--- src/hw/afr_pkg.sv ---
// Shared constants, register map and state type of the amplifier fault-report logic.
// Contract
// - At least one of several faults reported first.
// - Other faults follow later reads, diagnostics enabled.
// - Shorts to ground or supply outrank load faults.
// - Short with speaker missing counts double.
// - Permanent cycle never reports open load.
// - Report fault only if stable whole period.
// - Every diagnostic read re-arms all cycles.
// - Read returns previous completed cycle results.
// - Three thermal warnings readable by host.
// - Clip output follows signal after shutdown.
// - Fast-mute bit shortens mute below 1.5 ms; the code ramps for exactly 1.5 ms (FAST_MUTE_TIME_US = 1500).
// - Low power closes channel pairing switches.
// - High power demand opens pairing switch.
// - Low supply disables pairing, recovers automatically.
// - Warning bits in first and fourth bytes.
// - Cycle-terminated flag in first byte bit 6.
package afr_pkg;

	// ------------------------------------------------------------
	// Register map
	// ------------------------------------------------------------
	localparam int         ADDR_W     = 3;
	localparam logic [2:0] ADDR_IB1   = 3'h0;
	localparam logic [2:0] ADDR_CTL2  = 3'h1;
	localparam logic [2:0] ADDR_DB1   = 3'h2;
	localparam logic [2:0] ADDR_DB2   = 3'h3;
	localparam logic [2:0] ADDR_DB3   = 3'h4;
	localparam logic [2:0] ADDR_DB4   = 3'h5;
	localparam logic [7:0] IB1_RST    = 8'h00;
	localparam logic [7:0] CTL2_RST   = 8'h00;

	// ------------------------------------------------------------
	// Field positions
	// ------------------------------------------------------------
	localparam int IB1_DIAG_EN     = 6;
	localparam int IB1_OFFSET_EN   = 5;
	localparam int IB1_UNMUTE_F    = 2;
	localparam int IB1_UNMUTE_R    = 1;
	localparam int CTL2_ZERO_BIT   = 6;
	localparam int CTL2_FAST_MUTE  = 5;
	localparam int CTL2_STBY_OFF   = 4;
	localparam int CTL2_HE_RIGHT   = 1;
	localparam int CTL2_HE_LEFT    = 0;
	localparam int DB_TOP          = 7;
	localparam int DB_NEXT         = 6;
	localparam int DB_PERM         = 4;
	localparam int DB_SHORT_LOAD   = 3;
	localparam int DB_OPEN_OFFS    = 2;
	localparam int DB_SHORT_VS     = 1;
	localparam int DB_SHORT_GND    = 0;
	localparam int NUM_CH          = 4;

	// ------------------------------------------------------------
	// Timing
	// ------------------------------------------------------------
	localparam int CLK_FREQ_HZ         = 20_000_000;
	localparam int MEAS_TIME_MS        = 100;
	localparam int MEAS_CYC            = MEAS_TIME_MS * (CLK_FREQ_HZ / 1000);
	localparam int FAST_MUTE_TIME_US   = 1500;
	localparam int FAST_MUTE_CYC       = (FAST_MUTE_TIME_US * (CLK_FREQ_HZ / 1000)) / 1000;
	localparam int NORMAL_MUTE_TIME_MS = 20;
	localparam int NORMAL_MUTE_CYC     = NORMAL_MUTE_TIME_MS * (CLK_FREQ_HZ / 1000);

	// Diagnostic cycle sequencing
	typedef enum logic [1:0] {DS_IDLE, DS_MEASURE, DS_DONE} afr_diag_state_e;

endpackage

--- src/hw/afr_fault_report.sv ---
// Fault accumulation, prioritised readout, mute timing and pairing control of the amplifier.
`timescale 1ns/1ns
module afr_fault_report #(
	parameter int MEAS_CYCLES        = afr_pkg::MEAS_CYC,
	parameter int FAST_MUTE_CYCLES   = afr_pkg::FAST_MUTE_CYC,
	parameter int NORMAL_MUTE_CYCLES = afr_pkg::NORMAL_MUTE_CYC
) (
	input  wire logic                       clk,
	input  wire logic                       reset,
	input  wire logic [afr_pkg::ADDR_W-1:0] reg_addr,
	input  wire logic [7:0]                 reg_wdata,
	input  wire logic                       reg_we,
	input  wire logic                       reg_re,
	output logic      [7:0]                 reg_rdata,
	input  wire logic                       link_clk,
	input  wire logic [3:0]                 det_short_gnd,
	input  wire logic [3:0]                 short_to_supply_fault,
	input  wire logic [3:0]                 det_short_load,
	input  wire logic [3:0]                 det_open_load,
	input  wire logic [3:0]                 det_offset,
	input  wire logic [2:0]                 thermal_warn,
	input  wire logic                       clip_comp,
	input  wire logic [1:0]                 power_demand_high,
	input  wire logic                       supply_low,
	output logic                            clip_detect_output,
	output logic      [1:0]                 pair_switch_close,
	output logic                            fast_mute_sel,
	output logic                            mute_busy,
	output logic                            diag_cycle_done
);
	import afr_pkg::*;

	// ------------------------------------------------------------
	// Input synchronisation
	// ------------------------------------------------------------
	localparam int SYNC_W = 28;

	logic [SYNC_W-1:0]  async_bus;
	logic [SYNC_W-1:0]  sync_bus;
	logic               link_s;
	logic [3:0]         gnd_s;
	logic [3:0]         vs_s;
	logic [3:0]         load_s;
	logic [3:0]         open_s;
	logic [3:0]         offs_s;
	logic [2:0]         tw_s;
	logic               clip_s;
	logic [1:0]         power_hi_s;
	logic               supply_low_s;

	// Every analogue comparator and the bus clock pin arrive unsynchronised
	assign async_bus = {supply_low, power_demand_high, clip_comp, thermal_warn, det_offset,
	                    det_open_load, det_short_load, short_to_supply_fault, det_short_gnd, link_clk};

	afr_sync #(
		.WIDTH (SYNC_W)
	) u_sync (
		.clk      (clk),
		.reset    (reset),
		.async_in (async_bus),
		.sync_out (sync_bus)
	);

	assign {supply_low_s, power_hi_s, clip_s, tw_s, offs_s, open_s, load_s, vs_s, gnd_s, link_s} = sync_bus;

	// ------------------------------------------------------------
	// Control registers and sample strobe
	// ------------------------------------------------------------
	logic [7:0] ib1_q;
	logic [7:0] ctl2_q;
	logic       link_prev_q;
	logic       sample_tick;
	logic       diag_en;
	logic       db1_read;

	assign diag_en  = ib1_q[IB1_DIAG_EN];
	assign db1_read = reg_re && (reg_addr == ADDR_DB1);

	// Instruction bytes; the unused bit of the second byte always reads zero
	always_ff @(posedge clk or posedge reset) begin
		if (reset) begin
			ib1_q <= IB1_RST;
			ctl2_q <= CTL2_RST;
		end else if (reg_we) begin
			if (reg_addr == ADDR_IB1) begin
				ib1_q <= reg_wdata;
			end
			if (reg_addr == ADDR_CTL2) begin
				ctl2_q <= reg_wdata & ~(8'h01 << CTL2_ZERO_BIT);
			end
		end
	end

	// Bus clock rising edges pace the fault samples
	always_ff @(posedge clk or posedge reset) begin
		if (reset) begin
			link_prev_q <= 1'b0;
		end else begin
			link_prev_q <= link_s;
		end
	end

	assign sample_tick = link_s & ~link_prev_q;

	// ------------------------------------------------------------
	// Diagnostic cycle sequencing
	// ------------------------------------------------------------
	afr_diag_state_e state_q;
	logic [31:0]     meas_cnt_q;
	logic            meas_end;
	logic            cycle_start;
	logic            cycle_turnon_q;
	logic            turnon_pending_q;
	logic            turnon_set;
	logic            turnon_clr;

	assign meas_end    = (state_q == DS_MEASURE) && (meas_cnt_q == 32'(MEAS_CYCLES - 1));
	assign cycle_start = (state_q == DS_IDLE) && diag_en && !db1_read;
	assign turnon_set  = reg_we && (reg_addr == ADDR_CTL2) && reg_wdata[CTL2_STBY_OFF] && !ctl2_q[CTL2_STBY_OFF];
	assign turnon_clr  = meas_end && cycle_turnon_q;

	// A first-byte read aborts or closes any cycle and lets a fresh one start; disabling stops all cycles
	always_ff @(posedge clk or posedge reset) begin
		if (reset) begin
			state_q <= DS_IDLE;
		end else if (db1_read || !diag_en) begin
			state_q <= DS_IDLE;
		end else begin
			unique case (state_q)
				DS_IDLE: begin
					state_q <= DS_MEASURE;
				end
				DS_MEASURE: begin
					if (meas_end) begin
						state_q <= DS_DONE;
					end
				end
				DS_DONE: begin
					state_q <= DS_DONE;
				end
			endcase
		end
	end

	// Window length counter
	always_ff @(posedge clk or posedge reset) begin
		if (reset) begin
			meas_cnt_q <= 32'h0000_0000;
		end else if (state_q != DS_MEASURE || db1_read) begin
			meas_cnt_q <= 32'h0000_0000;
		end else begin
			meas_cnt_q <= meas_cnt_q + 32'h0000_0001;
		end
	end

	// Leaving standby asks for one turn-on cycle; a new request beats the clear
	always_ff @(posedge clk or posedge reset) begin
		if (reset) begin
			turnon_pending_q <= 1'b0;
			cycle_turnon_q   <= 1'b0;
		end else begin
			turnon_pending_q <= turnon_set | (turnon_pending_q & ~turnon_clr);
			if (cycle_start) begin
				cycle_turnon_q <= turnon_pending_q | turnon_set;
			end
		end
	end

	// ------------------------------------------------------------
	// Fault accumulators
	// ------------------------------------------------------------
	logic [3:0] acc_gnd_q;
	logic [3:0] acc_vs_q;
	logic [3:0] acc_load_q;
	logic [3:0] acc_open_q;
	logic [3:0] acc_offs_q;
	logic       seen_q;

	// Start all ones and AND in each sample, so one clean sample kills a flag
	always_ff @(posedge clk or posedge reset) begin
		if (reset) begin
			acc_gnd_q  <= 4'h0;
			acc_vs_q   <= 4'h0;
			acc_load_q <= 4'h0;
			acc_open_q <= 4'h0;
			acc_offs_q <= 4'h0;
			seen_q     <= 1'b0;
		end else if (cycle_start) begin
			acc_gnd_q  <= 4'hF;
			acc_vs_q   <= 4'hF;
			acc_load_q <= 4'hF;
			acc_open_q <= 4'hF;
			acc_offs_q <= 4'hF;
			seen_q     <= 1'b0;
		end else if (state_q == DS_MEASURE && sample_tick) begin
			acc_gnd_q  <= acc_gnd_q & gnd_s;
			acc_vs_q   <= acc_vs_q & vs_s;
			acc_load_q <= acc_load_q & load_s;
			acc_open_q <= acc_open_q & open_s;
			acc_offs_q <= acc_offs_q & offs_s;
			seen_q     <= 1'b1;
		end
	end

	// ------------------------------------------------------------
	// Priority resolution and result latch
	// ------------------------------------------------------------
	logic [3:0] gnd_v;
	logic [3:0] vs_v;
	logic [3:0] load_v;
	logic [3:0] open_v;
	logic [3:0] offs_v;
	logic [5:0] res_v    [NUM_CH];
	logic [5:0] result_q [NUM_CH];

	// A short hides any load fault on that channel until it is cleared and read again
	always_comb begin
		for (int i = 0; i < NUM_CH; i++) begin
			gnd_v[i]  = acc_gnd_q[i] & seen_q;
			vs_v[i]   = acc_vs_q[i] & seen_q;
			load_v[i] = acc_load_q[i] & seen_q & ~(gnd_v[i] | vs_v[i]);
			open_v[i] = acc_open_q[i] & seen_q & cycle_turnon_q & ~(gnd_v[i] | vs_v[i] | load_v[i]);
			offs_v[i] = acc_offs_q[i] & seen_q & ~cycle_turnon_q & ib1_q[IB1_OFFSET_EN];
			res_v[i]  = {1'b0, ~cycle_turnon_q, load_v[i], open_v[i] | offs_v[i], vs_v[i], gnd_v[i]};
		end
	end

	// Results change only when a window completes, never on a read
	always_ff @(posedge clk or posedge reset) begin
		if (reset) begin
			for (int i = 0; i < NUM_CH; i++) begin
				result_q[i] <= 6'h00;
			end
		end else if (meas_end) begin
			for (int i = 0; i < NUM_CH; i++) begin
				result_q[i] <= res_v[i];
			end
		end
	end

	// ------------------------------------------------------------
	// Readout buffer and register reads
	// ------------------------------------------------------------
	logic [7:0] db_v   [NUM_CH];
	logic [7:0] buf_q  [NUM_CH];
	logic [7:0] rdata_q;

	assign db_v[0] = {tw_s[0], state_q == DS_DONE, 2'b00, result_q[0][3:0]} | {4'h0, result_q[0][3:0]}
	               | {3'b000, result_q[0][DB_PERM], 4'h0};
	assign db_v[1] = {ib1_q[IB1_OFFSET_EN], 1'b0, result_q[1]};
	assign db_v[2] = {ctl2_q[CTL2_STBY_OFF], ib1_q[IB1_DIAG_EN], result_q[2]};
	assign db_v[3] = {tw_s[1], tw_s[2], result_q[3]};

	// The first byte read freezes all four, so one sequence is coherent
	always_ff @(posedge clk or posedge reset) begin
		if (reset) begin
			for (int i = 0; i < NUM_CH; i++) begin
				buf_q[i] <= 8'h00;
			end
		end else if (db1_read) begin
			for (int i = 0; i < NUM_CH; i++) begin
				buf_q[i] <= db_v[i];
			end
		end
	end

	// Read data stand only in the cycle after the strobe; unmapped reads give zero
	always_ff @(posedge clk or posedge reset) begin
		if (reset) begin
			rdata_q <= 8'h00;
		end else if (reg_re) begin
			case (reg_addr)
				ADDR_IB1: rdata_q <= ib1_q;
				ADDR_CTL2: rdata_q <= ctl2_q;
				ADDR_DB1: rdata_q <= db_v[0];
				ADDR_DB2: rdata_q <= buf_q[1];
				ADDR_DB3: rdata_q <= buf_q[2];
				ADDR_DB4: rdata_q <= buf_q[3];
				default:  rdata_q <= 8'h00;
			endcase
		end else begin
			rdata_q <= 8'h00;
		end
	end

	assign reg_rdata       = rdata_q;
	assign diag_cycle_done = (state_q == DS_DONE);

	// ------------------------------------------------------------
	// Mute timing, clip output and pairing switches
	// ------------------------------------------------------------
	logic [31:0] mute_cnt_q;
	logic        mute_enter;
	logic        clip_q;
	logic [1:0]  pair_q;

	assign mute_enter = reg_we && (reg_addr == ADDR_IB1)
	                 && ((ib1_q[IB1_UNMUTE_F] && !reg_wdata[IB1_UNMUTE_F])
	                  || (ib1_q[IB1_UNMUTE_R] && !reg_wdata[IB1_UNMUTE_R]));

	// Fast bit is left as written; host must drop it after the ramp
	always_ff @(posedge clk or posedge reset) begin
		if (reset) begin
			mute_cnt_q <= 32'h0000_0000;
		end else if (mute_enter) begin
			mute_cnt_q <= ctl2_q[CTL2_FAST_MUTE] ? 32'(FAST_MUTE_CYCLES) : 32'(NORMAL_MUTE_CYCLES);
		end else if (mute_cnt_q != 32'h0000_0000) begin
			mute_cnt_q <= mute_cnt_q - 32'h0000_0001;
		end
	end

	assign mute_busy     = (mute_cnt_q != 32'h0000_0000);
	assign fast_mute_sel = ctl2_q[CTL2_FAST_MUTE];

	// Clip comparator passes straight on, so in shutdown it toggles or rests low with the signal
	always_ff @(posedge clk or posedge reset) begin
		if (reset) begin
			clip_q <= 1'b0;
		end else begin
			clip_q <= clip_s;
		end
	end

	assign clip_detect_output = clip_q;

	// Switch closes only at low demand with healthy supply; no reprogramming after a dip
	always_ff @(posedge clk or posedge reset) begin
		if (reset) begin
			pair_q <= 2'b00;
		end else begin
			pair_q[0] <= ctl2_q[CTL2_HE_LEFT] && !power_hi_s[0] && !supply_low_s;
			pair_q[1] <= ctl2_q[CTL2_HE_RIGHT] && !power_hi_s[1] && !supply_low_s;
		end
	end

	assign pair_switch_close = pair_q;

	// ------------------------------------------------------------
	// Assertions
	// ------------------------------------------------------------
	a_pair_low_supply: assert property (@(posedge clk) disable iff (reset)
		supply_low_s |=> pair_switch_close == 2'b00)
		else $error("pairing switch closed at low supply");

	a_pair_high_power: assert property (@(posedge clk) disable iff (reset)
		power_hi_s[0] |=> !pair_switch_close[0])
		else $error("pairing switch closed at high power");

	a_pair_close_low: assert property (@(posedge clk) disable iff (reset)
		(ctl2_q[CTL2_HE_LEFT] && !power_hi_s[0] && !supply_low_s) |=> pair_switch_close[0])
		else $error("pairing switch failed to close");

	a_read_rearm: assert property (@(posedge clk) disable iff (reset)
		db1_read |=> state_q == DS_IDLE ##1 (state_q == DS_MEASURE || !diag_en || $past(db1_read)))
		else $error("read did not re-arm the cycle");

	a_read_prev_data: assert property (@(posedge clk) disable iff (reset)
		db1_read |=> reg_rdata[3:0] == $past(result_q[0][3:0]))
		else $error("read data not from completed cycle");

	a_done_flag: assert property (@(posedge clk) disable iff (reset)
		db1_read |=> reg_rdata[DB_NEXT] == $past(state_q == DS_DONE))
		else $error("cycle terminated flag wrong");

	a_warn_report: assert property (@(posedge clk) disable iff (reset)
		(reg_re && reg_addr == ADDR_DB4) |=> reg_rdata[7:6] == $past({buf_q[3][7], buf_q[3][6]}))
		else $error("thermal warning bits wrong");

	a_no_perm_open: assert property (@(posedge clk) disable iff (reset)
		!cycle_turnon_q |-> open_v == 4'h0)
		else $error("open load in permanent cycle");

	a_short_priority: assert property (@(posedge clk) disable iff (reset)
		((gnd_v | vs_v) & (load_v | open_v)) == 4'h0)
		else $error("load fault shown beside a short");

	a_sample_persist: assert property (@(posedge clk) disable iff (reset)
		(state_q == DS_MEASURE && sample_tick && !gnd_s[0] && !db1_read) |=> !acc_gnd_q[0])
		else $error("fault kept after a clean sample");

	a_fast_mute_len: assert property (@(posedge clk) disable iff (reset)
		($rose(mute_busy) && fast_mute_sel) |-> mute_cnt_q == 32'(FAST_MUTE_CYCLES))
		else $error("fast mute length wrong");

	c_cycle_done: cover property (@(posedge clk) disable iff (reset) meas_end);
	c_fault_read: cover property (@(posedge clk) disable iff (reset) db1_read && result_q[0] != 6'h00);
	c_pair_closed: cover property (@(posedge clk) disable iff (reset) pair_switch_close == 2'b11);
	c_fast_mute: cover property (@(posedge clk) disable iff (reset) mute_busy && fast_mute_sel);

endmodule

--- src/hw/afr_sync.sv ---
// Two-flop synchroniser for a bundle of asynchronous levels.
`timescale 1ns/1ns
module afr_sync #(
	parameter int WIDTH = 1
) (
	input  wire logic             clk,
	input  wire logic             reset,
	input  wire logic [WIDTH-1:0] async_in,
	output logic      [WIDTH-1:0] sync_out
);

	logic [WIDTH-1:0] meta_q;

	// First stage feeds only the second stage
	always_ff @(posedge clk or posedge reset) begin
		if (reset) begin
			meta_q   <= '0;
			sync_out <= '0;
		end else begin
			meta_q   <= async_in;
			sync_out <= meta_q;
		end
	end

endmodule

--- config.mk ---
export PLATFORM = sky130hd
export DESIGN_NAME = afr_fault_report
export DESIGN_NICKNAME = d
export VERILOG_FILES = /design/src/hw/afr_pkg.sv /design/src/hw/afr_fault_report.sv /design/src/hw/afr_sync.sv
export SDC_FILE = /design/constraint.sdc
export NUM_CORES = 1
export LEC_CHECK = 0
export BUFFER_PORTS_ARGS = -buffer_cell sky130_fd_sc_hd__buf_2
export CAP_MARGIN = 5
export CORE_UTILIZATION = 25
export CTS_BUF_LIST = sky130_fd_sc_hd__clkbuf_8
export CTS_CLUSTER_SIZE = 10
export DETAILED_ROUTE_END_ITERATION = 8
export GPL_ROUTABILITY_DRIVEN = 0
export SLEW_MARGIN = 20
export SYNTH_ARGS = -nofsm -noshare
export SYNTH_HDL_FRONTEND = slang
export SYNTH_SLANG_ARGS = --single-unit
--- constraint.sdc ---
create_clock -name clk -period 18.64 [get_ports clk]
set_clock_uncertainty 0.05 [all_clocks]
set_input_delay 2.796 -clock clk [delete_from_list [all_inputs] [get_ports clk]]
set_output_delay 2.796 -clock clk [all_outputs]
set_load 0.005 [all_outputs]
# After elaboration in Yosys (flattened, before gate mapping)
# Index checks and enable logic that the tools add are counted.
[word_totals]
mem_bits_ro = 0
elab_cells = 168
ramBits = 0
ff_bits = 212
mem_count = 0
out_inout_bits = 14
inputBits = 43
latch_bits = 0
[op_classes]
n_reduce_logical = 35
n_mux = 21
div_mod_pow = 0
n_bitwise = 74
multipliers = 0
magnitude_cmp = 0
addsub = 2
shift = 0
eq_ne = 10
[ops]
columns = ["cell", "n"]
rows = [
  ["$mux 32", 3],
  ["$pmux 8 s6", 1],
  ["$and 1x1->1", 42],
  ["$mux 4", 10],
  ["$add 32x1->32 const B", 1],
  ["$eq 32x21->1 const B", 1],
  ["$reduce_bool 32->1", 1],
  ["$sub 32x1->32 const B", 1],
  ["$and 4x4->4", 5],
  ["$mux 19", 1],
  ["$logic_and 1x1->1", 17],
  ["$or 1x1->1", 14],
  ["$not 1->1", 11],
  ["$logic_not 1->1", 8],
  ["$mux 8", 1],
  ["$or 8x4->8", 1],
  ["$or 8x5->8", 1],
  ["$eq 3x2->1 const B", 2],
  ["$eq 3x3->1 const B", 2],
  ["$pmux 2 s3", 1],
  ["$mux 2", 2],
  ["$reduce_and 2->1", 2],
  ["$reduce_bool 2->1", 2],
  ["$eq 3x1->1 const B", 1],
  ["other kinds (8)", 11],
]

# Depth between registers and ports, before layout
# Gate-level depths: netlist of run 1.
[logic_depth]
depth_word = 8
depth_mapped = 8
depth_no_buf = 8

# By module
# A second synthesis of run 1 with hierarchy kept.
[unflattened]
cells_unflattened = 755
hier_area_um2 = 8514.4
[modules_own_cells]
columns = ["mod", "n_inst", "area_each_um2", "cells_per_inst", "seq_area_each_um2"]
rows = [
  ["afr_fault_report", 1, 7109.3, 698, 3778.6],
  ["afr_sync", 1, 1405.1, 57, 1401.3],
]

# Worst setup path before layout of run 1
# OpenSTA, ideal clock, no wires.
[synth_timing]
path_type = "flip-flop to output port"
start = "reg mute_cnt_q[0]"
end = "out mute_busy"
required_time_ns = 15.794
t_arrival_ns = 2.117
n_path_buf = 0
stages_incl_launch_ff = 7
slack_ns = 13.677
cell_sequence = "dfrtp_1 -> inv_1 -> ha_1 -> or4b_1 -> or4_4 -> nor4_4 -> inv_2"
[synth_via]
elab_chain_len = 1
[synth_lines]
columns = ["element", "line_no", "source"]
rows = [
  ["start, declared", "afr_fault_report.sv:292", "logic [31:0] mute_cnt_q;"],
  ["start signal, assigned", "afr_fault_report.sv:306", "mute_cnt_q <= ctl2_q[CTL2_FAST_MUTE] ? 32'(FAST_MUTE_CYCLES) : 32'(NORMAL_MUTE_CYCLES);"],
  ["start signal, assigned", "afr_fault_report.sv:308", "mute_cnt_q <= mute_cnt_q - 32'h0000_0001;"],
  ["$reduce_bool 32->1", "afr_fault_report.sv:312", "assign mute_busy = (mute_cnt_q != 32'h0000_0000);"],
  ["end, declared", "afr_fault_report.sv:28", "output logic mute_busy,"],
]
# Every way passes these cells.

# Final worst setup path of run 1
# Same ends and word-level chain as after synthesis.

==> flow_summary.toml, run 1 <==
[cells_and_area]
area_growth_pct = 18.76
ff_latch_area_um2 = 5180
diodes = 0
fillers = 3530
drive_above_1_share_pct = 17.71
fin_nets = 900
multiInputGateArea_um2 = 3134
fin_area_um2 = 10120

[logic_synthesis]
syn_area_per_cell_um2 = 10.87
async_flop_share_pct = 100.0
synth_seq_cells = 207
yosysMostFrequentCell = "dfrtp_1"
yosysSeqAreaShare_pct = 60.78
synthCells = 784
yosysWarningCount = 0
synth_edf_count = 0
yosys-top-cells-area = "dfrtp_1 61%, nand2_1 5.8%, o21ai_0 2.9%, mux2_2 2.5%, nor2_1 2.5%"
synth_ff_type = "dfrtp_1"
netlist.area_leader.share_pct = 60.78
syn_area_um2 = 8523
synthDistinctLibCells = 59
mappedNetlistNets = 832
synth_top_area_cell = "dfrtp_1"
ys_top_cells_by_count = "207 x dfrtp_1, 132 x nand2_1, 57 x nor2_1"

[floorplan]
die-area_um2 = 34830
die_h_um = 186.6
rows = 67
initial_core_util_pct = 25.42
core_area_um2 = 33530
io_pins = 57
fp.dieW_um = 186.6

[power]
sw_frac_of_total_pct = 28.75
ir_drop_v = 0.00005779
pwr-share-clk_pct = 39.6
pwr-share-comb_pct = 13.0
power_density_nw_per_um2 = 117.7
power.internal_mw = 0.8492
switchingPower_mw = 0.3426
power_frac_seq_pct = 47.4
p_leak_nw = 4.290

[clock_tree]
cts_root_buf = "clkbuf_8"
clk_latency_ps = 550
post-cts-setup-buffer-count = 0
cts-buffers-inserted = 39
clkTransAtPathRegs_ps = 50
h-tree-depth = 2
clock_sinks = 207
cts_hold_buf = 0
cts_buffer_depth = 3
postCtsResizedCells = 0
cts_tree = "done"

[critical_path]
critPathLaunchType = "register"
end_kind = "output pin"
arrival_ps = 3390
worst-setup-path-type = "register to output pin"
crit_required_ps = 15790
crit_fanout = 17

[sta]
slew_violations = 0
final-setup-viol-count = 0
rsz0062_at_grt = "false"
period_minus_slack_ps = 6238
fmax_mhz = 160.3
min_period_over_period_pct = 33.47
finalHoldViolations = 0
worstMarginPinSlew_ps = 1016
finalSetupTns_ps = 0
slew_headroom_pct = 32.09

[route]
wl_per_cell_um = 13.61
vias = 5907
routed_wl_um = 18090
drt-vias-per-instance = 4.445
drc_errors = 0
drt-initial-drc-count = 365
ant_nets = 0
dr.pass1.iters = 4

[grt]
grt_max_degree = 129
antenna_found_initial = 0
grt_usage_pct = 10.77
gr-total-overflow = 0
first_global_vias = 5841
grt_pass1_wl_um = 30840

[placement]
io_buffer_count = 56
dp_hpwl_um = 11740
place_area_um2 = 9271

[status]
status = "finished clean"

[flow_run]
max_cap_violations = 0

[hold_path]
hold_class = "register to register"
-- cell families (layout without fill, tap and decap cells) --
| family | count (synthesis) | count (layout) | share of synthesized area [%] |
|---|---|---|---|
| AO/OA/AOI/OAI | 113 | 113 | 7.898 |
| XOR/XNOR | 34 | 34 | 3.494 |
| adder cells (fa/ha/maj) | 5 | 5 | 0.7340 |
| buffers and inverters | 53 | 150 | 2.451 |
| flip-flops | 207 | 207 | 60.78 |
| multiplexers | 34 | 34 | 4.712 |
| AND/OR/NAND/NOR | 338 | 338 | 19.94 |
-- layout make-up --
cell class / count / share of cell area, %
clock buffers: 47 / 6.391
inverters: 19 / 0.7787
clock inverters: 23 / 1.978
repair buffers: 61 / 3.177
well taps: 448 / 5.538
multi-input cells: 524 / 30.96
flip-flops and latches: 207 / 51.17
-- through the flow --
step	hold slack, ps	utilization [%]	setup slack (ps)	cells	power (mW)
after floorplan	281.2	-	10140	784	0.6806
after global placement	282.4	27.65	13060	1259	0.7229
after detailed placement	284.7	27.65	13000	1259	0.7297
after CTS	274.3	30.18	12410	1329	1.212
after global routing	282.2	30.19	12230	1329	1.269
final	272.2	30.19	12400	1329	1.192
-- critical path, cell delays in order (launching register included) --
cell,delay (ps)
dfrtp_1,400
inv_1,80
ha_1,150
or4b_1,570
or4_4,570
nor4_4,750
inv_2,160
buf_2,180
-- flip-flops by register name, indices dropped and copies added (netlist names), 7 cells and up --
signal,cells
db_v,13
reg_rdata,8
ib1_q,8
u_sync.sync_out,28
meas_cnt_q,32
ctl2_q,7
u_sync.meta_q,28
mute_cnt_q,32
buf_q,18
-- routing by layer --
metal | up-vias | global-route usage, % | share of wire [%]
met5 | - | 0 | 0
met4 | 0 | 4.098 | 2.3
li1 | 2870 | - | -
met1 | 2895 | 15.40 | 50
met2 | 108 | 15.74 | 44
met3 | 34 | 2.445 | 3.8
-- final timing paths --
| path | from | end | slack [ps] | cells after the start |
|---|---|---|---|---|
| setup / recovery | mute_cnt_q[0]$_DFFE_PP0P_ | mute_busy | 12400 | 7 |
| max in group asynchronous | reset | acc_gnd_q[1]$_DFFE_PP0P_ | 14890 | 3 |
| hold reg to reg | u_sync.meta_q[9]$_DFF_PP0_ | u_sync.sync_out[9]$_DFF_PP0_ | 270 | 0 |
| hold / removal | u_sync.meta_q[9]$_DFF_PP0_ | u_sync.sync_out[9]$_DFF_PP0_ | 270 | 0 |
| min in group asynchronous | reset | u_sync.sync_out[10]$_DFF_PP0_ | 2390 | 2 |
| setup reg to reg | mute_cnt_q[0]$_DFFE_PP0P_ | mute_cnt_q[10]$_DFFE_PP0P_ | 15410 | 8 |
-- power by group through the flow --
| stage | sequential (mW) | combinational (mW) | clock [mW] |
|---|---|---|---|
| after floorplan | 0.550 | 0.130 | 0 |
| final | 0.565 | 0.155 | 0.472 |
| after CTS | 0.565 | 0.158 | 0.490 |
| after detailed placement | 0.572 | 0.157 | 0 |
| after global routing | 0.574 | 0.181 | 0.514 |
| after global placement | 0.569 | 0.154 | 0 |
-- placed cells by master (no fill, tap or decap), drive strengths merged, types with 11 or more instances in the layout --
master  count
nor4       17
mux2i      12
nand2     132
dfrtp     207
o21ai      54
or3        17
mux2       19
clkbuf     47
buf        61
nand3      22
xnor2      24
nor3       22
nand4      11
inv        33
nor2       57
a21oi      17
Power figures use the tool's default switching activity.
==> inputs of run 2 (changes only) <==
Settings changed: ABC_AREA from default to 1.
Clock period 18.64 ns to 5.7 ns, I/O delays scaled along.
==> run 2 against run 1 <==
  * Clock power grew to 2.9 times the previous value
  * Sequential power rose to 3.2 times the previous value
  * Worst hold slack worse by 15 ps
  * Sequential share of layout area down 3.1 points
  * Design area up 6.4%
  * Routed wire length is 19% higher
  * Register-to-register slack worse by 12000 ps
  * Sequential cell count unchanged
  * Utilization decreased by 0.69 points
  * Worst setup slack worse by 9500 ps
  * Final cell count grew 26%
  * Die area grew 8.3%
==> flow_summary.toml, run 2 <==
[status]
status = "finished clean"

[grt]
grt_pass1_wl_um = 35570
first_global_vias = 7133
antenna_found_initial = 3
gr-total-overflow = 0
grt_max_degree = 97
grt_usage_pct = 11.67

[critical_path]
crit_fanout = 8
arrival_ps = 1940
crit_required_ps = 4800
critPathLaunchType = "register"
crit_path_cell_trace = "inv_1, ha_1, nand2_4, nor2_8, nand2_1, nor2_1, inv_1, buf_2"
startpoint = "mute_cnt_q[0]$_DFFE_PP0P_"
cpMostUsedCell = "inv_1"
worst_path_max_delay_cell = "dfrtp_1"
worst-setup-path-type = "register to output pin"
reg2reg_from = "meas_cnt_q[0]$_DFF_PP0_"
r2r_slack_ps = 3470
max_stage_delay_ps = 360
end_kind = "output pin"

[placement]
place_area_um2 = 10010
placed_cells = 1609
dpl_worst_slack_ps = 2605
io_buffer_count = 56
dp_hpwl_um = 15590

[cells_and_area]
area_growth_pct = 16.56
instances_no_fill = 1677
final_cell_mix = "316 x nand2_1, 207 x dfrtp_1, 158 x nor2_1"
drive_above_1_share_pct = 12.26
layout_commonest_cell = "nand2_1"
reg_top3 = "meas_cnt_q (32), mute_cnt_q (32)"
fin_nets = 1228
fin_area_um2 = 10770
fillers = 3865

[power]
p_leak_nw = 4.992
power_density_nw_per_um2 = 353.8
ir_drop_v = 0.0002114

[clock_tree]
cts_tree = "done"
h-tree-depth = 2
cts_hold_buf = 0
cts_buffer_depth = 3
clk_latency_ps = 550
cts-buffers-inserted = 36
postCtsResizedCells = 0
post-cts-setup-buffer-count = 0
cts_root_buf = "clkbuf_8"
clock_sinks = 207
clkTransAtPathRegs_ps = 60

[floorplan]
die-area_um2 = 37740
initial_core_util_pct = 25.30
die_h_um = 194.3
io_pins = 57
fp.dieW_um = 194.3
rows = 70
core_area_um2 = 36520

[sta]
fin_ws_ps = 2853
finalSetupTns_ps = 0
slew_headroom_pct = 51.51
worstMarginPinSlew_ps = 725.6
min_period_over_period_pct = 49.94
final-setup-viol-count = 0
fmax_mhz = 351.3
finalHoldViolations = 0
whs_ps = 257.4
rsz0062_at_grt = "false"
period_minus_slack_ps = 2847
slew_violations = 0

[logic_synthesis]
synth_seq_cells = 207
mappedNetlistNets = 1152
yosysWarningCount = 0
yosysMostFrequentCell = "nand2_1"
async_flop_share_pct = 100.0
yosys-top-cells-area = "dfrtp_1 56%, nand2_1 13%, nor2_1 6.4%, inv_1 4.9%, o21ai_0 3.6%"
synth_ff_type = "dfrtp_1"
synth_top_area_cell = "dfrtp_1"
yosysSeqAreaShare_pct = 56.05
netlist.area_leader.share_pct = 56.05
ys_top_cells_by_count = "316 x nand2_1, 207 x dfrtp_1, 158 x nor2_1"
synthCells = 1104
syn_area_um2 = 9241
synthDistinctLibCells = 38
syn_area_per_cell_um2 = 8.371
synth_edf_count = 0

[route]
wl_per_cell_um = 12.85
vias = 7308
drt-initial-drc-count = 463
routed_wl_um = 21550
drt-vias-per-instance = 4.358
dr.pass1.iters = 9
drc_errors = 0
ant_nets = 0

[hold_path]
hold_class = "primary input to async pin"

[flow_run]
max_cap_violations = 0
-- run 2: cell count changes in the layout (fill, tap and decap cells not counted), moves of 22 or more --
cell,delta
inv_1,+104
nand2_1,+184
xnor2_1,-22
nor2_1,+101
nand3_1,+41
-- run 2: layout make-up --
class	count	area, um^2	area share [%]
Timing Repair Buffer	59	340.3	3.159
Sequential cell	207	5180	48.09
Clock buffer	43	591.8	5.494
Tap cell	468	585.6	5.436
Antenna cell	2	5.005	0.04646
Multi-Input combinational cell	750	3440	31.93
Inverter	126	484.2	4.495
Clock inverter	22	145.1	1.347
-- run 2: worst paths after layout --
check,depth (start not counted),endpoint
worst min-delay path,2,clip_detect_output$_DFF_PP0_
max in group asynchronous,4,pair_switch_close[1]$_DFF_PP0_
worst min register to register,0,clip_detect_output$_DFF_PP0_
worst max register to register,8,db_v[11]$_DFFE_PP0P_
worst max-delay path,8,mute_busy
min in group clk,0,clip_detect_output$_DFF_PP0_
-- run 2: layer usage --
layer / global-route usage [%] / vias up / share of wire [%] / wire (um)
met5: 0 / - / 0 / 0
met4: 5.144 / 0 / 3.0 / 636
met3: 2.800 / 39 / 6.7 / 1443
met2: 18.45 / 203 / 45 / 9681
met1: 15.13 / 3417 / 45 / 9793
li1: - / 3649 / - / -
-- run 2: metrics by stage --
step	utilization, %	power, mW
finish	29.49	3.811
global route	29.49	4.059
CTS	29.42	3.873
detailed placement	27.41	2.478
global placement	27.41	2.454
floorplan	-	2.294
-- run 2: power breakdown --
part           internal [mW]  switching (mW)  leakage (nW)
Combinational          0.221           0.410          2.00
Clock                  0.741           0.622         0.430
Sequential              1.65           0.166          2.57
Total                   2.61            1.20          4.99
-- run 2: cells by family after synthesis --
group | count (synthesis) | share of synthesized area [%]
AOI/OAI and AO/OA | 127 | 7.514
xor gates and xnor gates | 14 | 1.327
adders and majority gates | 5 | 0.6770
buffers and inverters | 147 | 6.729
DFF | 207 | 56.05
muxes | 3 | 0.3655
and+or+nand+nor | 601 | 27.34
-- run 2: critical path, delay by kind of cell, from the launching register on --
kind,cells,cell delay [ps]
adder cells (fa/ha/maj),1,270
buffers and inverters,3,300
flip-flops,1,360
AND/OR/NAND/NOR,4,480
